===== src/shared/pp_uart_cfg_defines.vh =====
// Purpose: constants for the parallel port / first serial unit config bank
// Assumes: included by bare name from every design file
// Notes:   registers are addressed by logical device number plus index
`ifndef PP_UART_CFG_DEFINES_VH
`define PP_UART_CFG_DEFINES_VH

// ----------------------------------------
// logical devices and register indices
// ----------------------------------------
`define LDN_PP             8'h03
`define LDN_SER1           8'h04
`define REG_PP_MODE        8'hf0
`define REG_PP_SHARE       8'hf1
`define REG_SER1_MODE      8'hf0
`define REG_INT_STAT       8'hf8
`define REG_INT_CLR        8'hf9
`define REG_INT_EN         8'hfa

// ----------------------------------------
// reset values and write masks
// ----------------------------------------
`define PP_MODE_RST        8'h3c
`define PP_SHARE_RST       8'h00
`define SER1_MODE_RST      8'h00
`define PP_SHARE_WMASK     8'h03
`define SER1_WMASK         8'h83

// ----------------------------------------
// field positions
// ----------------------------------------
`define PP_MODE_MSB        2
`define PP_MODE_LSB        0
`define PP_THR_MSB         6
`define PP_THR_LSB         3
`define PP_ITYPE_BIT       7
`define SHARE_SEL_MSB      1
`define SHARE_SEL_LSB      0
`define SER_MIDI_BIT       0
`define SER_HS_BIT         1
`define SER_SHARE_BIT      7

// ----------------------------------------
// port mode encodings
// ----------------------------------------
`define PPM_PRINTER        3'h4
`define PPM_SPP            3'h0
`define PPM_EPP19          3'h1
`define PPM_EPP17          3'h5
`define PPM_ECP            3'h2
`define PPM_ECP_EPP19      3'h3
`define PPM_ECP_EPP17      3'h7

// ----------------------------------------
// floppy share encodings
// ----------------------------------------
`define SHR_NORMAL         2'h0
`define SHR_ONE_DRIVE      2'h1
`define SHR_BOTH_DRIVES    2'h2

// ----------------------------------------
// interrupt request styles
// ----------------------------------------
`define IRQ_STYLE_NACK     2'h0
`define IRQ_STYLE_PULSE    2'h1
`define IRQ_STYLE_LEVEL    2'h2

// ----------------------------------------
// interrupt status layout
// ----------------------------------------
`define INT_W              3
`define INT_PP_BIT         0
`define INT_SER1_BIT       1
`define INT_SER2_BIT       2

// ----------------------------------------
// timing
// ----------------------------------------
`define CLK_PERIOD_NS      8
`define PP_PULSE_NS        1000
`define PP_PULSE_CYC       ((`PP_PULSE_NS + `CLK_PERIOD_NS - 1) / `CLK_PERIOD_NS)
`define PULSE_CNT_W        8

`endif


===== src/rtl/pp_first_serial_unit_cfg.v =====
// Purpose: config bank for parallel port and first serial unit
// Assumes: register port on core_clk; nack arrives from a pin
// Notes:   reset wins over ce; ce low freezes everything else
//
// Design decision made here: the address-and-strobe port.
`include "pp_uart_cfg_defines.vh"

module pp_first_serial_unit_cfg
(
    // clock, reset, enable
    input  wire       core_clk,
    input  wire       rst,
    input  wire       ce,
    // register port
    input  wire [7:0] reg_ldn,
    input  wire [7:0] reg_addr,
    input  wire [7:0] reg_wdata,
    input  wire       reg_wr,
    input  wire       reg_rd,
    output reg  [7:0] reg_rdata,
    // parallel port side
    input  wire       nack_pin,
    input  wire       pp_event,
    input  wire       ecp_fifo_active,
    output wire       pp_irq_o,
    output wire       pp_irq_oe,
    output reg        pp_printer_en,
    output reg        pp_spp_en,
    output reg        pp_epp_en,
    output reg        pp_epp_v17,
    output reg        pp_ecp_en,
    output reg  [3:0] ecp_fifo_threshold,
    // floppy routing
    output reg        port_pins_normal,
    output reg        one_drive_on_port_pins,
    output reg        both_drives_on_port_pins,
    // serial units
    input  wire       first_serial_unit_int,
    input  wire       second_serial_unit_int,
    output reg        midi_en,
    output reg        high_speed_en,
    output reg        first_serial_unit_irq,
    output reg        second_serial_unit_irq,
    // summary interrupt
    output reg        irq
);

    // ----------------------------------------
    // mode classes
    // ----------------------------------------
    localparam [2:0] CLS_PRINTER   = 3'h0;
    localparam [2:0] CLS_SPP       = 3'h1;
    localparam [2:0] CLS_EPP19     = 3'h2;
    localparam [2:0] CLS_EPP17     = 3'h3;
    localparam [2:0] CLS_ECP       = 3'h4;
    localparam [2:0] CLS_ECP_EPP19 = 3'h5;
    localparam [2:0] CLS_ECP_EPP17 = 3'h6;
    localparam [7:0] MODE_RST      = `PP_MODE_RST;

    // undefined code 110 falls back to printer, the reset mode
    function [2:0] mode_class;
        input [2:0] code;
        begin
            case (code)
                `PPM_PRINTER:   mode_class = CLS_PRINTER;
                `PPM_SPP:       mode_class = CLS_SPP;
                `PPM_EPP19:     mode_class = CLS_EPP19;
                `PPM_EPP17:     mode_class = CLS_EPP17;
                `PPM_ECP:       mode_class = CLS_ECP;
                `PPM_ECP_EPP19: mode_class = CLS_ECP_EPP19;
                `PPM_ECP_EPP17: mode_class = CLS_ECP_EPP17;
                default:        mode_class = CLS_PRINTER;
            endcase
        end
    endfunction

    // ----------------------------------------
    // registers
    // ----------------------------------------
    reg  [7:0]        pp_mode_q;
    reg  [7:0]        pp_share_q;
    reg  [7:0]        ser1_mode_q;
    reg  [`INT_W-1:0] int_stat_q;
    reg  [`INT_W-1:0] int_en_q;
    reg  [`INT_W-1:0] event_prev_q;
    reg               nack_meta_q;
    reg               nack_sync_q;
    reg  [1:0]        irq_style_d;
    reg  [7:0]        rdata_d;

    wire              sel_pp;
    wire              sel_ser1;
    wire              wr_pp_mode;
    wire              wr_pp_share;
    wire              wr_ser1_mode;
    wire              wr_int_clr;
    wire              wr_int_en;
    wire [2:0]        cur_class;
    wire [2:0]        cur_class_d;
    wire [`INT_W-1:0] event_now;
    wire [`INT_W-1:0] event_rise;
    wire [`INT_W-1:0] clr_bits;

    assign sel_pp       = (reg_ldn == `LDN_PP);
    assign sel_ser1     = (reg_ldn == `LDN_SER1);
    assign wr_pp_mode   = reg_wr & sel_pp & (reg_addr == `REG_PP_MODE);
    assign wr_pp_share  = reg_wr & sel_pp & (reg_addr == `REG_PP_SHARE);
    assign wr_ser1_mode = reg_wr & sel_ser1 & (reg_addr == `REG_SER1_MODE);
    assign wr_int_clr   = reg_wr & sel_pp & (reg_addr == `REG_INT_CLR);
    assign wr_int_en    = reg_wr & sel_pp & (reg_addr == `REG_INT_EN);

    // ----------------------------------------
    // register writes
    // ----------------------------------------
    always @(posedge core_clk)
    begin
        if (rst)
        begin
            pp_mode_q   <= `PP_MODE_RST;
            pp_share_q  <= `PP_SHARE_RST;
            ser1_mode_q <= `SER1_MODE_RST;
            int_en_q    <= {`INT_W{1'b0}};
        end
        else if (ce)
        begin
            if (wr_pp_mode)
                pp_mode_q <= reg_wdata;
            // reserved bits are dropped so they always read zero
            if (wr_pp_share)
                pp_share_q <= reg_wdata & `PP_SHARE_WMASK;
            if (wr_ser1_mode)
                ser1_mode_q <= reg_wdata & `SER1_WMASK;
            if (wr_int_en)
                int_en_q <= reg_wdata[`INT_W-1:0];
        end
    end

    // ----------------------------------------
    // nack synchroniser
    // ----------------------------------------
    always @(posedge core_clk)
    begin
        if (rst)
        begin
            nack_meta_q <= 1'b1;
            nack_sync_q <= 1'b1;
        end
        else if (ce)
        begin
            nack_meta_q <= nack_pin;
            nack_sync_q <= nack_meta_q;
        end
    end

    // ----------------------------------------
    // parallel port interrupt style
    // ----------------------------------------
    assign cur_class = mode_class(pp_mode_q[`PP_MODE_MSB:`PP_MODE_LSB]);

    always @*
    begin
        irq_style_d = `IRQ_STYLE_NACK;
        case (cur_class)
            CLS_PRINTER,
            CLS_SPP:
                irq_style_d = `IRQ_STYLE_NACK;
            CLS_EPP19,
            CLS_EPP17:
            begin
                if (pp_mode_q[`PP_ITYPE_BIT])
                    irq_style_d = `IRQ_STYLE_PULSE;
                else
                    irq_style_d = `IRQ_STYLE_NACK;
            end
            CLS_ECP,
            CLS_ECP_EPP19,
            CLS_ECP_EPP17:
            begin
                // fifo-type sub-modes override the type bit
                if (ecp_fifo_active)
                    irq_style_d = `IRQ_STYLE_LEVEL;
                else if (pp_mode_q[`PP_ITYPE_BIT])
                    irq_style_d = `IRQ_STYLE_PULSE;
                else
                    irq_style_d = `IRQ_STYLE_NACK;
            end
            default:
                irq_style_d = `IRQ_STYLE_NACK;
        endcase
    end

    pp_irq_shaper u_shaper
    (
        .core_clk (core_clk),
        .rst      (rst),
        .ce       (ce),
        .style    (irq_style_d),
        .nack_s   (nack_sync_q),
        .pp_event (pp_event),
        .irq_o    (pp_irq_o),
        .irq_oe   (pp_irq_oe)
    );

    // ----------------------------------------
    // decoded outputs
    // ----------------------------------------
    // registered copy of the write path keeps outputs flop-driven
    assign cur_class_d = wr_pp_mode ?
                         mode_class(reg_wdata[`PP_MODE_MSB:`PP_MODE_LSB]) : cur_class;

    always @(posedge core_clk)
    begin
        if (rst)
        begin
            pp_printer_en            <= 1'b1;
            pp_spp_en                <= 1'b0;
            pp_epp_en                <= 1'b0;
            pp_epp_v17               <= 1'b0;
            pp_ecp_en                <= 1'b0;
            ecp_fifo_threshold       <= MODE_RST[`PP_THR_MSB:`PP_THR_LSB];
            port_pins_normal         <= 1'b1;
            one_drive_on_port_pins   <= 1'b0;
            both_drives_on_port_pins <= 1'b0;
            midi_en                  <= 1'b0;
            high_speed_en            <= 1'b0;
        end
        else if (ce)
        begin
            pp_printer_en <= (cur_class_d == CLS_PRINTER);
            pp_spp_en     <= (cur_class_d != CLS_PRINTER) &&
                             (cur_class_d != CLS_ECP);
            pp_epp_en     <= (cur_class_d == CLS_EPP19) || (cur_class_d == CLS_EPP17) ||
                             (cur_class_d == CLS_ECP_EPP19) ||
                             (cur_class_d == CLS_ECP_EPP17);
            pp_epp_v17    <= (cur_class_d == CLS_EPP17) ||
                             (cur_class_d == CLS_ECP_EPP17);
            pp_ecp_en     <= (cur_class_d == CLS_ECP) || (cur_class_d == CLS_ECP_EPP19) ||
                             (cur_class_d == CLS_ECP_EPP17);
            ecp_fifo_threshold <= wr_pp_mode ? reg_wdata[`PP_THR_MSB:`PP_THR_LSB] :
                                  pp_mode_q[`PP_THR_MSB:`PP_THR_LSB];
            case (pp_share_q[`SHARE_SEL_MSB:`SHARE_SEL_LSB])
                `SHR_ONE_DRIVE:
                begin
                    port_pins_normal         <= 1'b0;
                    one_drive_on_port_pins   <= 1'b1;
                    both_drives_on_port_pins <= 1'b0;
                end
                `SHR_BOTH_DRIVES:
                begin
                    port_pins_normal         <= 1'b0;
                    one_drive_on_port_pins   <= 1'b0;
                    both_drives_on_port_pins <= 1'b1;
                end
                default:
                begin
                    // 00 and the undefined 11 both mean a plain port
                    port_pins_normal         <= 1'b1;
                    one_drive_on_port_pins   <= 1'b0;
                    both_drives_on_port_pins <= 1'b0;
                end
            endcase
            midi_en       <= ser1_mode_q[`SER_MIDI_BIT];
            high_speed_en <= ser1_mode_q[`SER_HS_BIT];
        end
    end

    // ----------------------------------------
    // serial request sharing
    // ----------------------------------------
    // if software left both requests assigned, both lines fire
    always @(posedge core_clk)
    begin
        if (rst)
        begin
            first_serial_unit_irq  <= 1'b0;
            second_serial_unit_irq <= 1'b0;
        end
        else if (ce)
        begin
            if (ser1_mode_q[`SER_SHARE_BIT])
            begin
                first_serial_unit_irq  <= first_serial_unit_int |
                                          second_serial_unit_int;
                second_serial_unit_irq <= first_serial_unit_int |
                                          second_serial_unit_int;
            end
            else
            begin
                first_serial_unit_irq  <= first_serial_unit_int;
                second_serial_unit_irq <= second_serial_unit_int;
            end
        end
    end

    // ----------------------------------------
    // sticky event status
    // ----------------------------------------
    assign event_now[`INT_PP_BIT]   = pp_event;
    assign event_now[`INT_SER1_BIT] = first_serial_unit_int;
    assign event_now[`INT_SER2_BIT] = second_serial_unit_int;
    assign event_rise               = event_now & ~event_prev_q;
    assign clr_bits                 = wr_int_clr ? reg_wdata[`INT_W-1:0] : {`INT_W{1'b0}};

    genvar gi;
    generate
        for (gi = 0; gi < `INT_W; gi = gi + 1)
        begin : g_stat
            always @(posedge core_clk)
            begin
                if (rst)
                begin
                    event_prev_q[gi] <= 1'b0;
                    int_stat_q[gi]   <= 1'b0;
                end
                else if (ce)
                begin
                    event_prev_q[gi] <= event_now[gi];
                    // a new event beats a clear in the same cycle
                    if (event_rise[gi])
                        int_stat_q[gi] <= 1'b1;
                    else if (clr_bits[gi])
                        int_stat_q[gi] <= 1'b0;
                end
            end
        end
    endgenerate

    always @(posedge core_clk)
    begin
        if (rst)
            irq <= 1'b0;
        else if (ce)
            irq <= |(int_stat_q & int_en_q);
    end

    // ----------------------------------------
    // read path
    // ----------------------------------------
    always @*
    begin
        rdata_d = 8'h00;
        if (sel_pp)
        begin
            case (reg_addr)
                `REG_PP_MODE:  rdata_d = pp_mode_q;
                `REG_PP_SHARE: rdata_d = pp_share_q;
                `REG_INT_STAT: rdata_d = {{(8-`INT_W){1'b0}}, int_stat_q};
                `REG_INT_EN:   rdata_d = {{(8-`INT_W){1'b0}}, int_en_q};
                default:       rdata_d = 8'h00;
            endcase
        end
        else if (sel_ser1)
        begin
            case (reg_addr)
                `REG_SER1_MODE: rdata_d = ser1_mode_q;
                default:        rdata_d = 8'h00;
            endcase
        end
    end

    // data stand one cycle after the strobe, for as many cycles as it is held
    always @(posedge core_clk)
    begin
        if (rst)
            reg_rdata <= 8'h00;
        else if (ce)
            reg_rdata <= reg_rd ? rdata_d : 8'h00;
    end

endmodule


===== src/rtl/pp_irq_shaper.v =====
// Purpose: shape the parallel port interrupt request pin
// Assumes: nack_s already synchronised, pp_event on core_clk
// Notes:   pin is open style in pulse mode, driven otherwise
`include "pp_uart_cfg_defines.vh"

module pp_irq_shaper
(
    // clock and reset
    input  wire       core_clk,
    input  wire       rst,
    input  wire       ce,
    // control
    input  wire [1:0] style,
    input  wire       nack_s,
    input  wire       pp_event,
    // request pin
    output reg        irq_o,
    output reg        irq_oe
);

    reg                      event_prev_q;
    reg [`PULSE_CNT_W-1:0]   pulse_cnt_q;
    wire                     event_rise;
    localparam [31:0]        PULSE_LD = `PP_PULSE_CYC;

    assign event_rise = pp_event & ~event_prev_q;

    // ----------------------------------------
    // pulse timer
    // ----------------------------------------
    always @(posedge core_clk)
    begin
        if (rst)
        begin
            event_prev_q <= 1'b0;
            pulse_cnt_q  <= {`PULSE_CNT_W{1'b0}};
        end
        else if (ce)
        begin
            event_prev_q <= pp_event;
            if (style != `IRQ_STYLE_PULSE)
                pulse_cnt_q <= {`PULSE_CNT_W{1'b0}};
            else if (event_rise)
                pulse_cnt_q <= PULSE_LD[`PULSE_CNT_W-1:0];
            else if (pulse_cnt_q != {`PULSE_CNT_W{1'b0}})
                pulse_cnt_q <= pulse_cnt_q - 1'b1;
        end
    end

    // ----------------------------------------
    // pin drive
    // ----------------------------------------
    always @(posedge core_clk)
    begin
        if (rst)
        begin
            irq_o  <= 1'b0;
            irq_oe <= 1'b0;
        end
        else if (ce)
        begin
            case (style)
                `IRQ_STYLE_PULSE:
                begin
                    // low while timing, else released to the pull-up
                    irq_o  <= 1'b0;
                    irq_oe <= (pulse_cnt_q != {`PULSE_CNT_W{1'b0}}) | event_rise;
                end
                `IRQ_STYLE_LEVEL:
                begin
                    irq_o  <= pp_event;
                    irq_oe <= 1'b1;
                end
                default:
                begin
                    irq_o  <= nack_s;
                    irq_oe <= 1'b1;
                end
            endcase
        end
    end

endmodule


===== config.mk =====
export PLATFORM = sky130hd
export DESIGN_NAME = pp_first_serial_unit_cfg
export DESIGN_NICKNAME = d
export VERILOG_FILES = /design/src/rtl/pp_first_serial_unit_cfg.v /design/src/rtl/pp_irq_shaper.v
export VERILOG_INCLUDE_DIRS = /design/src /design/src/shared
export SDC_FILE = /design/constraint.sdc
export NUM_CORES = 1
export LEC_CHECK = 0
export ABC_CLOCK_PERIOD_IN_PS = 3400
export BUFFER_PORTS_ARGS = -buffer_cell sky130_fd_sc_hd__buf_4
export CELL_PAD_IN_SITES_DETAIL_PLACEMENT = 0
export CELL_PAD_IN_SITES_GLOBAL_PLACEMENT = 1
export CORE_MARGIN = 8
export CORE_UTILIZATION = 25
export CTS_BUF_LIST = sky130_fd_sc_hd__clkbuf_8
export DETAILED_ROUTE_END_ITERATION = 10
export HOLD_SLACK_MARGIN = 0.12
export PLACE_DENSITY = 0.55
export SLEW_MARGIN = 20
export SYNTH_ARGS = -nofsm -noshare
export SYNTH_HDL_FRONTEND = slang
export SYNTH_SLANG_ARGS = --single-unit

===== constraint.sdc =====
create_clock -name core_clk -period 3.4 [get_ports core_clk]
set_input_delay 0.68 -clock core_clk [delete_from_list [all_inputs] [get_ports core_clk]]
set_output_delay 0.68 -clock core_clk [all_outputs]
set_load 0.02 [all_outputs]

Word level (Yosys, flattened, before mapping)
Cells that the tools add are included.
{"block": "word_totals", "elab_cells": 135, "ff_bits": 59, "input_bits": 34, "output_inout_bits": 27}
{"block": "op_classes", "reduce_logical": 28, "addsub": 1, "n_mux": 29, "eq_ne": 33, "n_bitwise": 14}
{"operator": "$mux W8", "count": 7}
{"operator": "$eq A8 B8 Y1 const B", "count": 5}
{"operator": "$pmux W3 S6", "count": 2}
{"operator": "$pmux W8 S4", "count": 1}
{"operator": "$eq A3 B3 Y1 const B", "count": 10}
{"operator": "$eq A3 B2 Y1 const B", "count": 8}
{"operator": "$reduce_and A2 Y1", "count": 8}
{"operator": "$mux W1", "count": 13}
{"operator": "$logic_not A3 Y1", "count": 3}
{"operator": "$and A1 B1 Y1", "count": 8}
{"operator": "$eq A8 B2 Y1 const B", "count": 1}
{"operator": "$eq A8 B3 Y1 const B", "count": 1}
{"operator": "$reduce_bool A8 Y1", "count": 1}
{"operator": "$sub A8 B1 Y8 const B", "count": 1}
{"operator": "$and A3 B3 Y3", "count": 2}
{"operator": "$eq A3 B1 Y1 const B", "count": 2}
{"operator": "$logic_or A1 B1 Y1", "count": 6}
{"operator": "$mux W3", "count": 2}
{"operator": "$reduce_bool A2 Y1", "count": 3}
{"operator": "$reduce_bool A3 Y1", "count": 2}
{"operator": "$reduce_or A3 Y1", "count": 2}
{"operator": "$eq A2 B1 Y1 const B", "count": 2}
{"operator": "$eq A2 B2 Y1 const B", "count": 2}
{"operator": "$mux W4", "count": 1}
{"operator": "other kinds (10)", "count": 12}

Depth between registers and ports, before layout
Gate-level depths: netlist of the first run.
{"block": "depth", "depth_word": 8, "depth_mapped": 10, "depth_no_buf": 9}

Modules after synthesis
From an unflattened synthesis of the first run, not the netlist that was laid out.
{"block": "hier_totals", "hier_cells": 324, "area_unflattened_um2": 2925.3}
{"mod": "pp_first_serial_unit_cfg", "area_each_um2": 2279.7, "cells_per_inst": 247, "n_inst": 1, "seq_area_each_um2": 980.9}
{"mod": "pp_irq_shaper", "area_each_um2": 645.6, "cells_per_inst": 77, "n_inst": 1, "seq_area_each_um2": 220.2}

Worst setup path before layout of the first run
No wires, ideal clock.
{"block": "synth_timing", "path_kind": "input to register", "start": "input port reg_ldn[5]", "end": "register pp_mode_q[4]", "slack_ns": 1.120, "setup_ns": 0.120, "arrival_ns": 2.160, "stages": 6, "cell_sequence": "or4_4 > nor4_4 > and3_2 > buf_6 > nor2b_1 > a211o_1"}
{"block": "synth_via", "elab_chain_cells": 4}
{"element": "start: declaration", "line": "pp_first_serial_unit_cfg.v:15", "source": "input wire [7:0] reg_ldn,"}
{"element": "$eq A8 B2 Y1 (no line)"}
{"element": "$and A1 B1 Y1 (2 in a row)", "line": "pp_first_serial_unit_cfg.v:106", "source": "assign wr_pp_mode = reg_wr & sel_pp & (reg_addr == `REG_PP_MODE);"}
{"element": "$reduce_and A2 Y1 (no line)"}
{"element": "end signal: assignment", "line": "pp_first_serial_unit_cfg.v:119", "source": "pp_mode_q <= `PP_MODE_RST;"}
{"element": "end signal: assignment", "line": "pp_first_serial_unit_cfg.v:127", "source": "pp_mode_q <= reg_wdata;"}
{"element": "end: declaration", "line": "pp_first_serial_unit_cfg.v:80", "source": "reg [7:0] pp_mode_q;"}
No other way between the ends.
A chain may end at the register's enable or synchronous reset.

Worst setup path after layout of the first run
{"block": "layout_timing", "start": "register u_shaper.pulse_cnt_q[0]", "end": "register u_shaper.pulse_cnt_q[0]"}
{"block": "layout_via", "elab_chain_cells": 4, "word_cells_on_any_way": 7}
{"element": "start: declaration", "line": "pp_irq_shaper.v:22", "source": "reg [`PULSE_CNT_W-1:0] pulse_cnt_q;"}
{"element": "start signal: assignment", "line": "pp_irq_shaper.v:36", "source": "pulse_cnt_q <= {`PULSE_CNT_W{1'b0}};"}
{"element": "start signal: assignment", "line": "pp_irq_shaper.v:42", "source": "pulse_cnt_q <= {`PULSE_CNT_W{1'b0}};"}
{"element": "start signal: assignment", "line": "pp_irq_shaper.v:44", "source": "pulse_cnt_q <= PULSE_LD[`PULSE_CNT_W-1:0];"}
{"element": "$sub A8 B1 Y8", "line": "pp_irq_shaper.v:46", "source": "pulse_cnt_q <= pulse_cnt_q - 1'b1;"}
{"element": "$mux W8", "line": "pp_irq_shaper.v:45", "source": "else if (pulse_cnt_q != {`PULSE_CNT_W{1'b0}})"}
{"element": "$mux W8", "line": "pp_irq_shaper.v:43", "source": "else if (event_rise)"}
{"element": "$mux W8", "line": "pp_irq_shaper.v:41", "source": "if (style != `IRQ_STYLE_PULSE)"}
Parallel ways exist; a longest one is shown, timed or not. The select of a mux whose other input is x is not followed.

==> impl_metrics.toml, run 1 <==
[worst_setup_path]
regToRegSetupSlack_ns = 1.21
reg2reg_from = "u_shaper.pulse_cnt_q[0]"
ff2ff_path_depth = 8
r2r-end = "u_shaper.pulse_cnt_q[0]"
crit_path_start_kind = "register"
critical_path_arrival_ns = 2.40
cp-end-kind = "register"
cp_slowest_cell = "or3b_1"
cpMostUsedCell = "nor2_1"
path_max_fanout = 7
max_stage_delay_ns = 0.45
cp_num_buf_inv = 1
critPathKind = "register to register"
path_cells = "inv_1, ha_1, or3b_1, or2_2, o31ai_4, nor2_1, a21oi_1, nor2_1"
critPathRequiredTime_ns = 3.60
critical_path.top_delay_family = "simple AND/OR/NAND/NOR gates"

[cts]
cts.reportedPaths.clkPinSlew_ns = 0.07
cts-hold-fix-buffers = 0
clockBufferDepth = 2
cts_buffers = 9
postCtsSetupRepairBufs = 0
h-tree-depth = 3
cts_sinks = 59
root_buffer = "clkbuf_8"
cts_tree = "built"
cts_resized = 0
clk_latency_ns = 0.34

[routing]
routed_wl_um = 7880
vias = 2461
routedWlPerCell_um = 14.9
drt-vias-per-instance = 4.65
drtIter0Drc = 107
antenna_left = 0
drc = 0
dr.pass1.iters = 5

[sta]
worstMarginPinSlew_ns = 0.652
layout_min_cycle_time_ns = 2.19
hold_slack_ns = 0.470
setup_viol = 0
skew_ns = 0.00869
finalHoldViolCount = 0
slew_headroom_pct = 56.6
final-max-slew-violation-count = 0
rsz0062_at_grt = "no"
period_share_pct = 64.5
fmax_mhz = 456
setup_tns_ns = 0

[hold_path]
worstHoldPathCells = 1
hp-class = "register to register"
whs_endpoint = "ecp_fifo_threshold[2]"
hold_path.startpoint = "ecp_fifo_threshold[2]"

[finish]
layout_common_cells = "buf_4, dfxtp_1, nor2_1"
drive_gt1_share_pct = 22.8
area_growth_pct = 27.3
num_antenna_cells = 0
nFillCells = 1209
seqCellArea_um2 = 1180
layout_commonest_cell = "buf_4"
design_area_um2 = 3640
multi_input_area_um2 = 1560
finalNetCount = 421

[synthesis]
yosysTopAreaCell = "dfxtp_1"
async_reset_ff_share_pct = 0
netlist_area_um2 = 2860
avgSynthCellArea_um2 = 8.71
ys_ff_latch = 59
seq_area_frac_synth_pct = 41.3
synth-main-ff-cell = "dfxtp_1"
synth_nets = 367
synth_area_leaders = "dfxtp_1, mux2i_1, nor2_1"
postSynthCellCount = 328
yosys.area.top_type_share_pct = 41.3
synth_warnings = 0
synth_enable_flop_cells = 0
synthDistinctLibCells = 48

[global_route]
grt_use_total_pct = 11.0
grt_pass1_wl_um = 12800
grt_max_degree = 60
grt_pass1_vias = 2494
antenna_found_initial = 0
overflow = 0

[floorplanning]
die_h_um = 123
core_area_um2 = 11300
initial_core_util_pct = 25.4
pin_count = 61
rows = 39
die-area_um2 = 15100
fp.dieW_um = 123

[pwr]
power.density_nw_per_um2 = 433
finalPower_uw = 1580
irDropWorstVdd_mv = 0.173
leakagePower_uw = 0.00148

[placement]
gp_congestion = 0.755
io_buffers = 60
placed_area_um2 = 3420
hpwlAfterDp_um = 5730

[outcome]
outcome = "completed"

[flow_run]
max_cap_violations = 0
final cells by class:
type / instances / area share [%]
clock buffer: 10 / 3.78
timing repair buffer: 62 / 12.8
tap: 143 / 4.92
inverter: 11 / 1.14
sequential: 59 / 32.5
clock inverter: 5 / 2.13
multi-input combinational: 239 / 42.8
stage by stage:
step           setup WS (ns)  instances  util, %
2_1_floorplan           1.12        328        -
3_3_place_gp           0.855        514     30.4
5_1_grt                 1.01        529     32.3
4_1_cts                 1.20        529     32.3
3_5_place_dp           0.840        514     30.4
6_report                1.21        529     32.3
synthesized netlist by cell type, types with 2 or more instances:
cell       n
a211o_1   10
a211oi_1   7
a21oi_1   22
a22oi_1   11
buf_1      2
clkbuf_1  15
dfxtp_1   59
ha_1       5
inv_1     11
mux2i_1   27
nand2_1   19
nand2b_1   3
nand3_1    9
nand3b_1   3
nor2_1    52
nor2b_1   11
nor3_1     7
nor3b_1    2
nor4_4     2
o211ai_1   3
o21ai_0   18
or3_1      2
or4_1      2
xor2_1     2
report_power, final:
part	switching [uW]	leakage [uW]	internal [uW]
clock	282	0.000108	426
sequential	9.31	0.000480	708
combinational	86.9	0.000888	64.4
layer usage:
metal / GRT usage [%] / share of wire, %
met4: 3.88 / 0.96
met5: 0 / 0
met2: 16.1 / 45
met1: 14.2 / 48
met3: 4.34 / 5.9
worst register-to-register path, stage by stage (launching register included):
cell     delay (ns)
dfxtp_1        0.33
inv_1          0.08
ha_1           0.19
or3b_1         0.45
or2_2          0.37
o31ai_4        0.36
nor2_1         0.09
a21oi_1        0.14
nor2_1         0.05
state kept, by name, summed over array words and instances (netlist names), 2 cells and up:
signal / cells
pp_mode_q: 8
reg_rdata: 8
u_shaper.pulse_cnt_q: 8
ecp_fifo_threshold: 4
int_en_q: 3
int_stat_q: 3
ser1_mode_q: 3
event_prev_q: 2
pp_share_q: 2
worst max path at each step:
| stage | start | endpoint | slack (ns) | cells after the start |
|---|---|---|---|---|
| final | u_shaper.pulse_cnt_q[0] | u_shaper.pulse_cnt_q[0] | 1.21 | 8 |
| after global routing | pp_mode_q[1] | u_shaper.pulse_cnt_q[0] | 1.01 | 9 |
| after CTS | reg_ldn[5] | pp_mode_q[2] | 1.20 | 6 |
| after floorplan | reg_ldn[5] | pp_mode_q[4] | 1.12 | 6 |
| after global placement | reg_ldn[5] | pp_mode_q[3] | 0.85 | 6 |
| after detailed placement | reg_ldn[5] | pp_mode_q[3] | 0.84 | 6 |
kinds of logic (layout without fill, tap and decap cells):
| group | count (synthesis) | after routing | synth area share (%) |
|---|---|---|---|
| AO/OA/AOI/OAI | 78 | 78 | 18.2 |
| flip-flops | 59 | 59 | 41.3 |
| buffers and inverters | 30 | 88 | 4.25 |
| AND/OR/NAND/NOR | 127 | 127 | 23.9 |
| adder cells (fa/ha/maj) | 5 | 5 | 2.19 |
| multiplexers | 27 | 27 | 9.46 |
| XOR/XNOR | 2 | 2 | 0.613 |
Power figures use the tool's default switching activity.
==> run 2: changes to the inputs <==
Settings changed: ABC_CLOCK_PERIOD_IN_PS 3400 to 1900, PLACE_DENSITY 0.55 to 0.57.
Clock period 3.4 ns to 1.9 ns, I/O delays scaled along.
==> impl_metrics.toml, run 2 (same netlist as run 1, synthesis figures left out) <==
[worst_setup_path]
max_stage_delay_ns = 0.39
cp_num_buf_inv = 2
crit_path_start_kind = "register"
path_cells = "inv_2, ha_4, or3b_4, or2_4, o31ai_4, buf_6, nor2_4, a21oi_2, nor2_1"
cp-end-kind = "register"
critPathRequiredTime_ns = 2.10
cp_slowest_cell = "or3b_4"
path_max_fanout = 6
critPathKind = "register to register"
critical_path.top_delay_family = "simple AND/OR/NAND/NOR gates"
critical_path_arrival_ns = 2.07

[pwr]
leakagePower_uw = 0.00165
power.density_nw_per_um2 = 644
finalPower_uw = 2550
irDropWorstVdd_mv = 0.207

[sta]
skew_ns = 0.00448
final-max-slew-violation-count = 0
slew_headroom_pct = 55.9
period_share_pct = 98.4
rsz0062_at_grt = "yes"
setup_tns_ns = 0
layout_min_cycle_time_ns = 1.87
worstMarginPinSlew_ns = 0.661
finalHoldViolCount = 0
setup_viol = 0
fmax_mhz = 535

[global_route]
grt_use_total_pct = 11.0
grt_max_degree = 60
busiest_layer = "met2"
grt_pass1_wl_um = 12800
grt_use_met2_pct = 16.4
overflow = 0
use_met1_pct = 14.1
antenna_found_initial = 0
grt_pass1_vias = 2509
use_met3_pct = 3.93

[routing]
vias = 2639
drt-vias-per-instance = 4.65
antenna_left = 0
drc = 0
routed_wl_um = 7980
drtIter0Drc = 130
routedWlPerCell_um = 14.1
dr.pass1.iters = 4

[cts]
clockBufferDepth = 2
cts-hold-fix-buffers = 0
cts.reportedPaths.clkPinSlew_ns = 0.07
cts_tree = "built"
h-tree-depth = 3
cts_sinks = 59
root_buffer = "clkbuf_8"
clk_latency_ns = 0.34
cts_buffers = 9

[finish]
finalNetCount = 459
num_antenna_cells = 0
drive_gt1_share_pct = 33.7
reg_top3 = "pp_mode_q x8, reg_rdata x8, u_shaper.pulse_cnt_q x8"
layout_common_cells = "buf_4, dfxtp_1, nor2_1"
area_growth_pct = 38.6
fin_cells = 567
layout_commonest_cell = "buf_4"

[floorplanning]
fp.dieW_um = 123
initial_core_util_pct = 25.4
core_area_um2 = 11300
die_h_um = 123
pin_count = 61
die-area_um2 = 15100
rows = 39

[placement]
placed_cells = 546
gp_congestion = 0.770
hpwlAfterDp_um = 5800
io_buffers = 60

[hold_path]
hp-class = "input port to register"

[flow_run]
max_cap_violations = 0

[outcome]
outcome = "completed"
run 2: worst paths after layout:
path | from | end | slack, ns | cells past startpoint
max | u_shaper.pulse_cnt_q[0] | u_shaper.pulse_cnt_q[0] | 0.03 | 9
min | nack_pin | nack_meta_q | 0.24 | 2
max reg2reg | u_shaper.pulse_cnt_q[0] | u_shaper.pulse_cnt_q[0] | 0.03 | 9
min reg2reg | pp_epp_v17 | pp_epp_v17 | 0.46 | 2
run 2: power breakdown:
| part | switching, uW | internal, uW |
|---|---|---|
| clock network | 483 | 484 |
| registers | 15.8 | 1270 |
| logic | 162 | 140 |
| total | 660 | 1890 |
run 2: worst register-to-register path, cell delays in order, from the launching register on:
cell and delay [ns]:
dfxtp_2 0.32, inv_2 0.07, ha_4 0.13, or3b_4 0.39, or2_4 0.28, o31ai_4 0.20
buf_6 0.17, nor2_4 0.04, a21oi_2 0.10, nor2_1 0.04
run 2: what timing repair did:
| action | 4_1_cts | 5_1_grt |
|---|---|---|
| endpoints found under the setup margin | 5 | 8 |
| pin swaps | 2 | 5 |
| resized for setup | 7 | 16 |
| hold endpoints to repair | 0 | 0 |
| buffers inserted | 2 | 4 |
run 2: cell type report:
cell class | count | area [um2]
Tap cell | 143 | 179
Clock inverter | 5 | 22.5
Multi-Input combinational cell | 239 | 1630
Clock buffer | 10 | 138
Timing Repair Buffer | 100 | 767
Fill cell | 1207 | 7310
Inverter | 11 | 41.3
Sequential cell | 59 | 1180
run 2: routing by layer:
layer | wire [um] | up-vias
met5 | 0 | -
met4 | 126 | 0
met3 | 357 | 10
met2 | 3590 | 45
met1 | 3900 | 1230
li1 | - | 1354
run 2: per-stage QoR:
| step | setup slack [ns] | util, % | hold slack [ns] | instance area [um2] |
|---|---|---|---|---|
| floorplan | -0.00474 | - | 0.431 | 2860 |
| global placement | -0.207 | 32.6 | 0.449 | 3680 |
| detailed placement | -0.222 | 32.6 | 0.450 | 3680 |
| CTS | 0.0104 | 34.4 | 0.224 | 3880 |
| global route | -0.0576 | 35.1 | 0.219 | 3960 |
| finish | 0.0311 | 35.1 | 0.245 | 3960 |
==> run 3: changes to the inputs <==
--- a/config.mk
+++ b/config.mk
@@ -17,4 +17,5 @@
 export HOLD_SLACK_MARGIN = 0.12
 export PLACE_DENSITY = 0.57
+export SKIP_LAST_GASP = 1
 export SLEW_MARGIN = 20
 export SYNTH_ARGS = -nofsm -noshare
==> constraint.sdc (replaced) <==
create_clock -name core_clk -period 1.9 [get_ports core_clk]
set_input_delay 0.285 -clock core_clk [delete_from_list [all_inputs] [get_ports core_clk]]
set_output_delay 0.285 -clock core_clk [all_outputs]
set_load 0.02 [all_outputs]
==> impl_metrics.toml, run 3 (same netlist as run 1, synthesis figures left out) <==
[outcome]
outcome = "completed"

[global_route]
grt_pass1_wl_um = 12900
grt_max_degree = 60
grt_use_total_pct = 10.8
antenna_found_initial = 0
grt_pass1_vias = 2633
overflow = 0

[floorplanning]
die-area_um2 = 15100
fp.dieW_um = 123
die_h_um = 123
initial_core_util_pct = 25.4
pin_count = 61
core_area_um2 = 11300
rows = 39

[routing]
drt-vias-per-instance = 4.63
routed_wl_um = 7910
drc = 0
routedWlPerCell_um = 14.0
antenna_left = 0
dr.pass1.iters = 4
vias = 2620
drtIter0Drc = 156

[sta]
layout_min_cycle_time_ns = 1.86
skew_ns = 0.00675
final-max-slew-violation-count = 0
setup_viol = 0
rsz0062_at_grt = "yes"
fin_ws_ns = 0.0389
fmax_mhz = 537
period_share_pct = 98.0
slew_headroom_pct = 55.6
finalHoldViolCount = 0
setup_tns_ns = 0
worstMarginPinSlew_ns = 0.666

[cts]
h-tree-depth = 3
cts_buffers = 9
clk_latency_ns = 0.34
cts_sinks = 59
cts-hold-fix-buffers = 0
clockBufferDepth = 2
root_buffer = "clkbuf_8"
cts.reportedPaths.clkPinSlew_ns = 0.07
cts_tree = "built"

[worst_setup_path]
critical_path_arrival_ns = 2.06
crit_path_start_kind = "register"
critPathRequiredTime_ns = 2.10
cp-end-kind = "register"
max_stage_delay_ns = 0.38
cpMostUsedCell = "buf_4"
cp_slowest_cell = "or3b_4"
path_cells = "inv_1, ha_1, or3b_4, or2_4, o31ai_4, buf_4, buf_4, buf_4, a21oi_1"
critPathKind = "register to register"
critical_path.top_delay_family = "simple AND/OR/NAND/NOR gates"
cp_num_buf_inv = 4
path_max_fanout = 2

[finish]
num_antenna_cells = 0
finalNetCount = 457
layout_common_cells = "buf_4, dfxtp_1, nor2_1"
layout_commonest_cell = "buf_4"
area_growth_pct = 37.9
reg_top3 = "pp_mode_q x8, reg_rdata x8, u_shaper.pulse_cnt_q x8"
drive_gt1_share_pct = 30.0

[pwr]
leakagePower_uw = 0.00167
irDropWorstVdd_mv = 0.346
finalPower_uw = 2760
power.density_nw_per_um2 = 701

[hold_path]
hp-class = "input port to register"

[placement]
pre_cts_slack_ns = -0.217
hpwlAfterDp_um = 5850
io_buffers = 60
gp_congestion = 0.789

[flow_run]
max_cap_violations = 0
## run 3: final timing paths
kind | startpoint | endpoint | slack, ns | depth (start not counted)
worst max-delay path | u_shaper.pulse_cnt_q[0] | u_shaper.irq_oe | 0.04 | 9
worst min-delay path | nack_pin | nack_meta_q | 0.16 | 2
worst max register to register | u_shaper.pulse_cnt_q[0] | u_shaper.irq_oe | 0.04 | 9
worst min register to register | nack_meta_q | nack_sync_q | 0.46 | 1
## run 3: metrics by stage
stage / instance area, um2 / cells / hold slack, ns / utilization [%]
floorplan: 2860 / 328 / 0.403 / -
global placement: 3680 / 547 / 0.445 / 32.7
detailed placement: 3680 / 547 / 0.448 / 32.7
CTS: 3920 / 565 / 0.136 / 34.8
global route: 3940 / 566 / 0.143 / 35.0
finish: 3940 / 566 / 0.157 / 35.0
## run 3: what timing repair did
item                                    in CTS  in global routing
pin swaps                                    2                  3
resized for setup                            4                  5
buffers inserted                             2                  1
endpoints found under the setup margin       6                  6
## run 3: area by class of cell
| type | count | area (um2) |
|---|---|---|
| multi-input combinational | 239 | 1580 |
| fill | 1213 | 7330 |
| sequential | 59 | 1180 |
| inverter | 11 | 41.3 |
| clock buffer | 12 | 165 |
| timing repair buffer | 98 | 752 |
| clock inverter | 4 | 41.3 |
| tap | 143 | 179 |
## run 3: power by group
part | switching, uW | internal (uW)
clock | 480 | 699
combinational | 161 | 138
sequential | 16.3 | 1270
## run 3: metal layers
metal	vias up	track usage (%)	share of wire [%]
met4	0	4.80	1.6
met1	1211	13.6	47
li1	1353	-	-
met5	-	0	0
met3	9	3.06	4.1
met2	47	17.0	47
